## src/rtl/uart_irq_pkg.sv

```systemverilog
// shared constants and carriers for the channel interrupt logic
package uart_irq_pkg;
    // ------------------------------------------------------------
    // interrupt enable bit positions
    // ------------------------------------------------------------
    localparam int IE_RX_DATA   = 0;
    localparam int IE_TX_READY  = 1;
    localparam int IE_LINE      = 2;
    localparam int IE_MODEM     = 3;
    localparam int IE_XOFF      = 5;
    localparam int IE_OUT_PIN   = 6;
    localparam int IE_IN_PIN    = 7;
    localparam logic [7:0] IE_RESET     = 8'h00;
    localparam logic [7:0] IE_WRITE_MSK = 8'hef;

    // ------------------------------------------------------------
    // source codes, bits 5:0
    // ------------------------------------------------------------
    localparam logic [5:0] SRC_LINE    = 6'h06;
    localparam logic [5:0] SRC_RX_DATA = 6'h04;
    localparam logic [5:0] SRC_TIMEOUT = 6'h0c;
    localparam logic [5:0] SRC_TX      = 6'h02;
    localparam logic [5:0] SRC_MODEM   = 6'h00;
    localparam logic [5:0] SRC_FLOWCH  = 6'h10;
    localparam logic [5:0] SRC_PIN     = 6'h20;
    localparam logic [5:0] SRC_NONE    = 6'h01;
    localparam logic [7:0] SRC_RESET   = 8'h01;
    // both transmit empty flags up, nothing received
    localparam logic [7:0] LSR_RESET   = 8'h60;

    // ------------------------------------------------------------
    // timing: timeout = 4 chars + 12 bits, in bit times
    // ------------------------------------------------------------
    localparam int TO_CHARS    = 4;
    localparam int TO_BITS     = 12;
    localparam int CNT_W       = 16;

    // register access strobes from the host bus decoder
    typedef struct packed {
        logic       ie_wr;
        logic [7:0] ie_wdata;
        logic       src_rd;
        logic       line_rd;
        logic       modem_rd;
        logic       rx_rd;
        logic       tx_wr;
        logic       gsrc0_rd;
    } host_acc_t;

    // channel configuration held elsewhere
    typedef struct packed {
        logic fifo_en;
        logic ext_en;
        logic auto_in_flow;
        logic auto_out_flow;
        logic pin_sel;
        logic auto_hdx;
    } chan_cfg_t;
endpackage

```

## src/rtl/sync_rise.sv

```systemverilog
// two-stage synchroniser with rising edge pulse
module sync_rise
    import uart_irq_pkg::*;
(
    input  wire logic clk_sys,
    input  wire logic rst,
    input  wire logic din,
    output logic      level,
    output logic      rise
);
    logic meta_q;
    logic sync_q;
    logic prev_q;

    always_ff @(posedge clk_sys or posedge rst) begin
        if (rst) begin
            meta_q <= 1'b0;
            sync_q <= 1'b0;
            prev_q <= 1'b0;
        end else begin
            meta_q <= din;
            sync_q <= meta_q;
            prev_q <= sync_q;
        end
    end

    assign level = sync_q;
    assign rise  = sync_q & ~prev_q;
endmodule

```

## src/rtl/rx_timeout.sv

```systemverilog
// receive idle timer: four characters plus twelve bits of silence
module rx_timeout
    import uart_irq_pkg::*;
#(
    parameter int W = CNT_W
)(
    input  wire logic         clk_sys,
    input  wire logic         rst,
    input  wire logic         bit_tick,
    input  wire logic [3:0]   char_bits,
    input  wire logic         rx_empty,
    input  wire logic         activity,
    output logic              expired
);
    // the longest limit is 4 * 15 + 12 bit times, which needs seven bits
    if (W < 8) begin : g_width_check
        $error("rx_timeout: counter too narrow");
    end

    logic [W-1:0] cnt_q;
    logic [W-1:0] limit;

    // limit = 4 * char_bits + 12 bit times
    assign limit = W'(TO_CHARS) * W'(char_bits) + W'(TO_BITS);

    always_ff @(posedge clk_sys or posedge rst) begin
        if (rst) begin
            cnt_q <= '0;
        end else if (rx_empty || activity) begin
            cnt_q <= '0;
        end else if (bit_tick && cnt_q < limit) begin
            cnt_q <= cnt_q + W'(1);
        end
    end

    assign expired = !rx_empty && (cnt_q >= limit);
endmodule

```

## src/rtl/uart_interrupt_logic.sv

```systemverilog
// per-channel interrupt masking, priority, status and clearing
// Function
// - fifo mode: rx data interrupt follows trigger level, drops below it
// - data ready set on character arrival, cleared when fifo empties
// - line status bits 0,1,5,6 show data, overrun, tx empty, all empty
// - bits 2-4 describe head byte; bit 7 any error in fifo
// - enable bit 7 or 6 with extension: rising input flow pin interrupts
// - enable bit 6 or 7 with extension: rising output flow pin interrupts
// - enable bit 5 gates xoff interrupt; bit 4 reserved
// - enable bit 3: modem delta bits raise modem interrupt
// - enable bit 2: line error on arrival and again at fifo head
// - enable bit 1: tx ready when empty, or twice in fifo mode
// - half duplex: second tx interrupt waits for shifter empty too
// - enable bit 0: rx data on holding full or fifo trigger
// - source register shows highest pending; others wait
// - timeout after four characters plus twelve bit times
// - pin change only under auto flow, pin pair by modem control bit 2
// - wake-up posted on leaving sleep, cleared by global source read
// - line read clears line; modem read clears modem and pin change
// - holding read clears timeout; rx data clears under trigger
// - tx ready clears on source read or holding write
// - flow characters clear on source read; special also on next char
// - channel source mirrored to global source outputs
// - source codes encode priority levels
// - bit 0 low while pending, high when idle
// - bits 7:6 follow fifo enable
module uart_interrupt_logic
    import uart_irq_pkg::*;
(
    input  wire logic       clk_sys,
    input  wire logic       rst,
    input  host_acc_t       acc,
    input  chan_cfg_t       cfg,
    input  wire logic [4:0] rx_level,
    input  wire logic [4:0] rx_trigger,
    input  wire logic       rx_push,
    input  wire logic       rx_push_err,
    input  wire logic       head_overrun,
    input  wire logic [2:0] head_err,
    input  wire logic       head_has_err,
    input  wire logic       fifo_err_any,
    input  wire logic [4:0] tx_level,
    input  wire logic [4:0] tx_trigger,
    input  wire logic       tsr_empty,
    input  wire logic [3:0] modem_delta,
    input  wire logic       xoff_seen,
    input  wire logic       special_seen,
    input  wire logic       cts_pin,
    input  wire logic       dsr_pin,
    input  wire logic       rts_out,
    input  wire logic       dtr_out,
    input  wire logic       sleep_exit,
    input  wire logic       bit_tick,
    input  wire logic [3:0] char_bits,
    output logic [7:0]      interrupt_enable_reg,
    output logic [7:0]      interrupt_source_reg,
    output logic [7:0]      line_status_reg,
    output logic [5:0]      global_source,
    output logic            irq
);
    // ------------------------------------------------------------
    // pins from outside are synchronised first
    // ------------------------------------------------------------
    logic in_rise_c, in_rise_d;
    logic out_rise_r, out_rise_d;

    // only the rising edges matter here, the pin levels are not needed
    sync_rise u_cts (.clk_sys(clk_sys), .rst(rst), .din(cts_pin), .level(),
                     .rise(in_rise_c));
    sync_rise u_dsr (.clk_sys(clk_sys), .rst(rst), .din(dsr_pin), .level(),
                     .rise(in_rise_d));

    // output pins are our own logic, so only an edge detector is needed
    logic rts_prev_q, dtr_prev_q;
    always_ff @(posedge clk_sys or posedge rst) begin
        if (rst) begin
            rts_prev_q <= 1'b0;
            dtr_prev_q <= 1'b0;
        end else begin
            rts_prev_q <= rts_out;
            dtr_prev_q <= dtr_out;
        end
    end
    assign out_rise_r = rts_out & ~rts_prev_q;
    assign out_rise_d = dtr_out & ~dtr_prev_q;

    // ------------------------------------------------------------
    // enable register
    // ------------------------------------------------------------
    logic [7:0] ie_q;
    always_ff @(posedge clk_sys or posedge rst) begin
        if (rst) begin
            ie_q <= IE_RESET;
        end else if (acc.ie_wr) begin
            // bits 7:5 only writable with the extension enabled, bit 4 reserved
            ie_q <= acc.ie_wdata & IE_WRITE_MSK
                    & (cfg.ext_en ? 8'hff : 8'h1f);
        end
    end

    // ------------------------------------------------------------
    // level-type sources
    // ------------------------------------------------------------
    logic rx_empty, rx_data_lvl, tx_empty, tx_below;
    assign rx_empty    = (rx_level == 5'h00);
    // non-fifo mode: holding register full counts as trigger
    assign rx_data_lvl = cfg.fifo_en ? (rx_level >= rx_trigger) : !rx_empty;
    assign tx_empty    = (tx_level == 5'h00);
    assign tx_below    = tx_level < tx_trigger;

    logic to_exp;
    rx_timeout u_to (.clk_sys(clk_sys), .rst(rst), .bit_tick(bit_tick),
                     .char_bits(char_bits), .rx_empty(rx_empty),
                     .activity(rx_push | acc.rx_rd), .expired(to_exp));

    // ------------------------------------------------------------
    // sticky sources: set wins over clear, except timeout, where a holding read wins
    // ------------------------------------------------------------
    logic line_q, tmo_q, tx_q, flow_q, spec_q, pin_q, wake_q;
    logic head_err_prev_q, tx_below_prev_q, tx_done_prev_q;
    logic tx_done;
    // half-duplex holds the second event until the shifter has drained
    assign tx_done = cfg.auto_hdx ? (tx_empty & tsr_empty) : tx_empty;

    always_ff @(posedge clk_sys or posedge rst) begin
        if (rst) begin
            head_err_prev_q <= 1'b0;
            tx_below_prev_q <= 1'b1;
            tx_done_prev_q  <= 1'b1;
        end else begin
            head_err_prev_q <= head_has_err;
            tx_below_prev_q <= tx_below;
            tx_done_prev_q  <= tx_done;
        end
    end

    logic line_set, tx_set, pin_set;
    // error on arrival, and again when the bad byte reaches the head
    assign line_set = rx_push_err | (head_has_err & ~head_err_prev_q);
    assign tx_set   = cfg.fifo_en ? ((tx_below & ~tx_below_prev_q)
                                     | (tx_done & ~tx_done_prev_q))
                                  : (tx_empty & ~tx_done_prev_q);
    assign pin_set  = cfg.ext_en & ((cfg.auto_in_flow
                          & (cfg.pin_sel ? in_rise_d : in_rise_c))
                        | (cfg.auto_out_flow
                          & (cfg.pin_sel ? out_rise_d : out_rise_r)));

    always_ff @(posedge clk_sys or posedge rst) begin
        if (rst) begin
            line_q <= 1'b0;
        end else if (line_set) begin
            line_q <= 1'b1;
        end else if (acc.line_rd) begin
            line_q <= 1'b0;
        end
    end

    always_ff @(posedge clk_sys or posedge rst) begin
        if (rst) begin
            tmo_q <= 1'b0;
        end else if (acc.rx_rd) begin
            tmo_q <= 1'b0;
        end else if (to_exp) begin
            tmo_q <= 1'b1;
        end
    end

    logic src_rd_tx, src_rd_flow;
    always_ff @(posedge clk_sys or posedge rst) begin
        if (rst) begin
            tx_q <= 1'b0;
        end else if (tx_set) begin
            tx_q <= 1'b1;
        end else if (acc.tx_wr || src_rd_tx) begin
            tx_q <= 1'b0;
        end
    end

    always_ff @(posedge clk_sys or posedge rst) begin
        if (rst) begin
            flow_q <= 1'b0;
            spec_q <= 1'b0;
        end else begin
            if (xoff_seen) begin
                flow_q <= 1'b1;
            end else if (src_rd_flow) begin
                flow_q <= 1'b0;
            end
            if (special_seen) begin
                spec_q <= 1'b1;
            end else if (src_rd_flow || rx_push) begin
                spec_q <= 1'b0;
            end
        end
    end

    always_ff @(posedge clk_sys or posedge rst) begin
        if (rst) begin
            pin_q  <= 1'b0;
            wake_q <= 1'b0;
        end else begin
            if (pin_set) begin
                pin_q <= 1'b1;
            end else if (acc.modem_rd) begin
                pin_q <= 1'b0;
            end
            if (sleep_exit) begin
                wake_q <= 1'b1;
            end else if (acc.gsrc0_rd) begin
                wake_q <= 1'b0;
            end
        end
    end

    // ------------------------------------------------------------
    // priority encode
    // ------------------------------------------------------------
    logic       e_line, e_rx, e_tmo, e_tx, e_mdm, e_flow, e_pin, any_en;
    logic [5:0] code;
    assign e_line = ie_q[IE_LINE] & line_q;
    assign e_rx   = ie_q[IE_RX_DATA] & rx_data_lvl;
    assign e_tmo  = ie_q[IE_RX_DATA] & tmo_q;
    assign e_tx   = ie_q[IE_TX_READY] & tx_q;
    assign e_mdm  = ie_q[IE_MODEM] & (|modem_delta);
    assign e_flow = cfg.ext_en & ((ie_q[IE_XOFF] & flow_q) | spec_q);
    assign e_pin  = cfg.ext_en & pin_q
                    & (ie_q[IE_IN_PIN] | ie_q[IE_OUT_PIN]);
    assign any_en = e_line | e_rx | e_tmo | e_tx | e_mdm | e_flow | e_pin;

    always_comb begin
        if      (e_line) code = SRC_LINE;
        else if (e_rx)   code = SRC_RX_DATA;
        else if (e_tmo)  code = SRC_TIMEOUT;
        else if (e_tx)   code = SRC_TX;
        else if (e_mdm)  code = SRC_MODEM;
        else if (e_flow) code = SRC_FLOWCH;
        else if (e_pin)  code = SRC_PIN;
        else             code = SRC_NONE;
    end

    // a source read only acknowledges what it presented
    assign src_rd_tx   = acc.src_rd && interrupt_source_reg[5:0] == SRC_TX;
    assign src_rd_flow = acc.src_rd && interrupt_source_reg[5:0] == SRC_FLOWCH;

    // ------------------------------------------------------------
    // registered outputs
    // ------------------------------------------------------------
    always_ff @(posedge clk_sys or posedge rst) begin
        if (rst) begin
            interrupt_source_reg <= SRC_RESET;
            global_source        <= SRC_NONE;
            irq                  <= 1'b0;
            interrupt_enable_reg <= IE_RESET;
        end else begin
            interrupt_source_reg <= {{2{cfg.fifo_en}}, code};
            // wake-up shares the idle code but still flags the device level
            global_source        <= code;
            irq                  <= any_en | wake_q;
            interrupt_enable_reg <= ie_q;
        end
    end

    always_ff @(posedge clk_sys or posedge rst) begin
        if (rst) begin
            line_status_reg <= LSR_RESET;
        end else begin
            line_status_reg <= {fifo_err_any,
                                tx_empty & tsr_empty,
                                tx_empty,
                                head_err,
                                head_overrun,
                                !rx_empty};
        end
    end
endmodule

```

## config.mk

```make
export PLATFORM = sky130hd
export DESIGN_NAME = uart_interrupt_logic
export DESIGN_NICKNAME = d
export VERILOG_FILES = /design/src/rtl/uart_irq_pkg.sv /design/src/rtl/sync_rise.sv /design/src/rtl/rx_timeout.sv /design/src/rtl/uart_interrupt_logic.sv
export SDC_FILE = /design/constraint.sdc
export NUM_CORES = 1
export LEC_CHECK = 0
export ABC_CLOCK_PERIOD_IN_PS = 2300
export BUFFER_PORTS_ARGS = -buffer_cell sky130_fd_sc_hd__buf_4
export CAP_MARGIN = 20
export CORE_MARGIN = 2
export CORE_UTILIZATION = 32
export CTS_BUF_LIST = sky130_fd_sc_hd__clkbuf_16
export CTS_CLUSTER_DIAMETER = 100
export CTS_CLUSTER_SIZE = 16
export DETAILED_ROUTE_END_ITERATION = 16
export GPL_ROUTABILITY_DRIVEN = 0
export HOLD_SLACK_MARGIN = 0.02
export SYNTH_ARGS = -nofsm -noshare
export SYNTH_HDL_FRONTEND = slang
export SYNTH_SLANG_ARGS = --single-unit
```

## constraint.sdc

```tcl
create_clock -name clk_sys -period 2.3 [get_ports clk_sys]
set_input_delay 0.23 -clock clk_sys [delete_from_list [all_inputs] [get_ports clk_sys]]
set_output_delay 0.23 -clock clk_sys [all_outputs]
set_load 0.05 [all_outputs]
```

==> flow_metrics.tcl, run 1 <==
set metrics [dict create \
    outcome "complete, no violations" \
    coreArea_mm2 0.008636 \
    cts_max_level 3 \
    cts.path.max_buffers 2 \
    die-area_mm2 0.009613 \
    yosys.area_share.simple_pct 15.87 \
    peakVddDrop_uv 331.6 \
    cts_tree "yes" \
    start_kind "register" \
    synth_ff_type "dfrtp_1" \
    cts.sinks 64 \
    largest_register_ffs 16 \
    io_buffers 96 \
    holdPathStages 1 \
    wirelength_um 6146 \
    r2r_slack_ps 220 \
    insertedDiodeCount 0 \
    synth_compound_area_share_pct 8.930 \
    final_common_cell "buf_4" \
    regArea_mm2 0.001608 \
    rows 34 \
    grt_pass1_wl_um 10430 \
    synth.mux.area_fraction_pct 3.714 \
    yosysTopAreaCell "dfrtp_1" \
    synth_top_family_by_area "simple AND/OR/NAND/NOR gates" \
    netlist.area_leader.share_pct 52.17 \
    fp.dieH_um 98.05 \
    grt_max_degree 33 \
    num_io_pins 99 \
    timing.critical_path.from "u_to.cnt_q[6]" \
    worstHoldStart "rts_out" \
    r2r-end "u_to.cnt_q[4]" \
    min_to "rts_prev_q" \
    firstDrtPassIters 4 \
    hold_path.class "in2reg" \
    end_kind "register" \
    worstMarginPinSlew_ps 765.8 \
    synth_edf_count 0 \
    ant_nets 0 \
    synth-xor-area-share_pct 0.9284 \
    antenna_found_initial 0 \
    grt-ovfl-total 0 \
    crit_required_ps 2540 \
    synthAdderAreaFrac_pct 7.515 \
    critPathArrivalTime_ps 2310 \
    drive_above_1_share_pct 35.62 \
    p_leak_nw 2.040 \
    place_hpwl_um 4662 \
    synth_area_per_cell_um2 11.32 \
    wl_per_cell_um 12.99 \
    syn_area_mm2 0.002830 \
    ys.warnings.count 0 \
    reg2reg_from "u_to.cnt_q[6]" \
    finalCriticalPeriod_ps 2077 \
    placed_area_mm2 0.003652 \
    synthCells 250 \
    cts_resized 0 \
    final_cell_mix "buf_4, dfrtp_1, inv_1" \
    area_growth_pct 42.18 \
    slew_headroom_pct 48.30 \
    hold_viol 0 \
    rr_worst_depth 7 \
    p_per_area_mw_per_mm2 739.9 \
    cap_viol_max_count 0 \
    synth_seq_area_share_pct 56.81 \
    ys_types 43 \
    routed_via_density 4.607 \
    finalCritPeriodShare_pct 90.30 \
    synth_fp_nets 335 \
    worst-path-max-fanout 7 \
    async_flop_share_pct 100.0 \
    critical_path_class "reg2reg" \
    cts_made_buffers 9 \
    grt_pass1_vias 2232 \
    total_power_w 0.002977 \
    fin_skew_ps 5.169 \
    fin_nets 445 \
    die_width_um 98.05 \
    route.detailed.drc 0 \
    dr_total_vias 2179 \
    max_freq_mhz 481.5 \
    setup_viol 0 \
    initial_utilization_pct 32.77 \
    drtIter0Drc 42 \
    clock_latency_ps 310 \
    cts.clk_slew.worst_paths_ps 50 \
    grt_usage_pct 13.61 \
    fillers 805 \
    synth-seq-cells 64 \
    design_area_mm2 0.004024 \
    cts_root_buffer "clkbuf_16" \
    multi_input_area_mm2 0.001050 \
    grt_setup_unrepaired "no" \
    slew_viol_final 0 \
    netlist_top_cells_area "dfrtp_1, ha_1, dfstp_2, inv_1, nand2_1" \
]
==> timing repair <==
item                                   4_1_cts  5_1_grt
buffers inserted                             0        0
hold buffers                                 8        1
endpoints found under the hold margin       32        1
==> worst max-delay path, stage by stage, from the launching register on <==
cell and delay, ps:
dfrtp_1 420, ha_1 320, inv_1 40, o311ai_0 670, nor4b_4 70, buf_4 190
nand4_1 100, mux2i_1 180
==> through the flow <==
stage	setup WS, ps	hold slack (ps)	utilization (%)	std cells	TNS (ps)
5_1_grt	32.80	21.54	46.60	473	0
4_1_cts	194.5	21.30	46.48	472	0
2_1_floorplan	235.5	261.4	-	250	0
3_3_place_gp	-35.46	336.3	42.29	448	-121.5
6_report	223.1	35.56	46.60	473	0
3_5_place_dp	-125.7	337.3	42.29	448	-679.3
==> metal layers <==
| metal | GRT usage [%] | vias to the layer above | part of all wire [%] |
|---|---|---|---|
| li1 | - | 1066 | - |
| met1 | 16.19 | 1045 | 44 |
| met2 | 23.60 | 60 | 50 |
| met3 | 4.366 | 8 | 5.3 |
| met4 | 3.953 | 0 | 1.1 |
| met5 | 0 | - | 0 |
==> worst max path at each step <==
stage                     to  slack (ps)  cells past startpoint
2_1_floorplan  u_to.cnt_q[6]         240                      9
3_3_place_gp   u_to.cnt_q[4]         -40                     11
3_5_place_dp   u_to.cnt_q[3]        -130                     11
4_1_cts        u_to.cnt_q[4]         190                      7
5_1_grt        u_to.cnt_q[5]          30                      7
6_report       u_to.cnt_q[4]         220                      7
==> Yosys cell counts (7+ instances only) <==
master / instances
dfrtp_1: 59
inv_1: 27
nand2_1: 20
ha_1: 17
and2_1: 10
nor2_1: 10
o21ai_0: 10
a21oi_1: 8
buf_4: 8
nand2b_1: 7
==> cells by family after synthesis <==
logic type,Yosys count
muxes,10
buffers and inverters,38
other,1
adders and majority gates,17
xor gates and xnor gates,3
and+or+nand+nor,79
AOI/OAI and AO/OA,38
DFF,64
==> cell type report <==
class,count,share of cell area [%]
clock buffer,9,5.597
clock inverter,7,1.399
sequential,64,39.96
multi-input combinational,148,26.09
tap,108,3.358
inverter,27,2.519
timing repair buffer,110,21.08
==> power breakdown <==
part	internal (W)	switching [W]	total, W
registers	0.00119	0.0000348	0.00123
clock network	0.000820	0.000454	0.00127
logic	0.000203	0.000276	0.000478
Power figures use the tool's default switching activity.
==> inputs of run 2 (changes only) <==
Settings changed: ABC_AREA set to 1.
==> run 2 against run 1 <==
Net effect: design area rose by 8.9%; core utilization shrank 1.1 points; sequential share of layout area decreased by 3.3 points; critical path depth grew 1; combinational power is 7.1% higher; clock power grew 11%; via count grew 18%; area after synthesis is 11% higher; critical endpoint is now u_to.cnt_q[7].
==> flow_metrics.tcl, run 2 <==
set metrics [dict create \
    netlist.area_leader.share_pct 47.07 \
    end_kind "register" \
    cts_resized 0 \
    critical_path.top_delay_family "simple AND/OR/NAND/NOR gates" \
    worstMarginPinSlew_ps 538.1 \
    insertedDiodeCount 0 \
    synth_common_cells "nand2_1, dfrtp_1, inv_1" \
    syn_area_mm2 0.003137 \
    ys_types 36 \
    initial_utilization_pct 32.54 \
    cpMaxStageDelayCell "dfrtp_1" \
    r2r-end "u_to.cnt_q[7]" \
    drive_above_1_share_pct 30.26 \
    drtIter0Drc 46 \
    cts_made_buffers 9 \
    wirelength_um 6638 \
    synth_seq_area_share_pct 51.26 \
    cap_viol_max_count 0 \
    firstDrtPassIters 4 \
    fin_nets 546 \
    async_flop_share_pct 100.0 \
    route.detailed.drc 0 \
    finalCriticalPeriod_ps 1596 \
    synth_area_per_cell_um2 8.886 \
    yosysMostFrequentCell "nand2_1" \
    grt_max_degree 42 \
    outcome "complete, no violations" \
    cpPeakStageDelay_ps 450 \
    synth_fp_nets 438 \
    holdPathStages 2 \
    slew_viol_final 0 \
    crit_required_ps 2560 \
    grt-ovfl-total 0 \
    synth-seq-cells 64 \
    ys.warnings.count 0 \
    setup_tns_ps 0 \
    ant_nets 0 \
    slew_headroom_pct 64.07 \
    p_leak_nw 2.327 \
    path_common_cell "nand2_1" \
    rr_worst_depth 8 \
    r2r_slack_ps 700 \
    cts_tree "yes" \
    reg2reg_from "u_to.cnt_q[6]" \
    final_cell_mix "buf_4, nand2_1, dfrtp_1" \
    netlist_top_cells_area "dfrtp_1, nand2_1, inv_1, ha_1, nor2_1" \
    coreArea_mm2 0.009639 \
    area_growth_pct 39.73 \
    critPathArrivalTime_ps 1850 \
    min_to "tx_done_prev_q" \
    crit_buf_inv 1 \
    final_common_cell "buf_4" \
    die-area_mm2 0.01061 \
    cts_root_buffer "clkbuf_16" \
    peakVddDrop_uv 386.5 \
    design_area_mm2 0.004383 \
    cts.clk_slew.worst_paths_ps 50 \
    hold_path.class "in2reg" \
    antenna_found_initial 0 \
    finalCritPeriodShare_pct 69.39 \
    setup_viol 0 \
    yosysTopAreaCell "dfrtp_1" \
    cts.sinks 64 \
    synth_ff_type "dfrtp_1" \
    synthCells 353 \
    grt_usage_pct 13.90 \
    largest_register_ffs 16 \
    rows 36 \
    fin_skew_ps 4.876 \
    p_per_area_mw_per_mm2 718.3 \
    holdWs_ps 56.45 \
    start_kind "register" \
    grt_pass1_vias 2563 \
    cts.path.max_buffers 2 \
    routed_via_density 4.292 \
    critical_path_class "reg2reg" \
    grt_setup_unrepaired "no" \
    die_width_um 103.0 \
    max_freq_mhz 626.6 \
    dr_total_vias 2571 \
    worst-path-max-fanout 9 \
    wl_per_cell_um 11.08 \
    placed_area_mm2 0.003960 \
    place_hpwl_um 5048 \
    post-cts-setup-buffers 0 \
    cts_max_level 3 \
    grt_pass1_wl_um 11580 \
    worstHoldStart "cfg[0]" \
    io_buffers 96 \
    fp.dieH_um 103.0 \
    hold_viol 0 \
    num_io_pins 99 \
    synth_edf_count 0 \
    crit_chain "ha_1, inv_1, nor2_1, a21oi_4, nand4_4, nand2_4, nand2_1, nand2_1" \
    clock_latency_ps 320 \
]
## run 2: how the worst max path moves through the flow
stage | startpoint | to | slack (ps) | depth (start not counted)
floorplan | rst | dtr_prev_q | 480 | 1
global placement | char_bits[0] | u_to.cnt_q[5] | 470 | 12
detailed placement | char_bits[0] | u_to.cnt_q[5] | 440 | 12
CTS | u_to.cnt_q[5] | u_to.cnt_q[5] | 690 | 8
global route | u_to.cnt_q[5] | tmo_q | 510 | 9
finish | u_to.cnt_q[6] | u_to.cnt_q[7] | 700 | 8
## run 2: kinds of logic (layout without fill, tap and decap cells)
kind of cell / count (synthesis) / in the layout / share of synthesized area [%]
adder cells (fa/ha/maj): 17 / 17 / 6.781
AND/OR/NAND/NOR: 165 / 165 / 24.77
AO/OA/AOI/OAI: 23 / 23 / 4.348
other: 1 / 1 / 0.1196
multiplexers: 3 / 3 / 1.077
flip-flops: 64 / 64 / 51.26
XOR/XNOR: 4 / 4 / 1.117
buffers and inverters: 76 / 189 / 10.53
## run 2: layout make-up
| class | instances | area [um^2] |
|---|---|---|
| clock inverter | 7 | 87.58 |
| multi-input combinational | 213 | 1199 |
| inverter | 65 | 246.5 |
| fill | 984 | 5256 |
| clock buffer | 9 | 225.2 |
| timing repair buffer | 108 | 850.8 |
| tap | 133 | 166.4 |
| sequential | 64 | 1608 |
## run 2: stage by stage
stage / instances / worst slack [ps] / power (W) / util, %
2_1_floorplan: 353 / 480.2 / 0.001554 / -
3_3_place_gp: 572 / 466.4 / 0.001741 / 41.08
3_5_place_dp: 572 / 441.1 / 0.001748 / 41.08
4_1_cts: 599 / 694.1 / 0.003191 / 45.47
5_1_grt: 599 / 508.7 / 0.003290 / 45.47
6_report: 599 / 704.1 / 0.003148 / 45.47
## run 2: worst register-to-register path: cells and delay by family (launching register included)
| family | cells | cell delay, ps |
|---|---|---|
| fa+ha+maj | 1 | 330 |
| flops | 1 | 450 |
| compound gates | 1 | 170 |
| simple gates | 5 | 520 |
| buf+inv | 1 | 60 |
## run 2: metal layers
metal / routed length, um / up-vias / global-route usage [%]
met4: 49 / 0 / 3.036
met5: 0 / - / 0
li1: - / 1309 / -
met3: 437 / 5 / 4.881
met2: 3315 / 63 / 23.53
met1: 2836 / 1194 / 17.15
## run 2: power breakdown
group          switching [W]  leakage (nW)  internal (W)
sequential         0.0000324         0.785       0.00119
clock               0.000476         0.150      0.000937
combinational       0.000310          1.39      0.000203
## run 2: timing repair
item	4_1_cts	5_1_grt
hold endpoints to repair	33	0
hold buffers	11	0
setup endpoints to repair	0	0
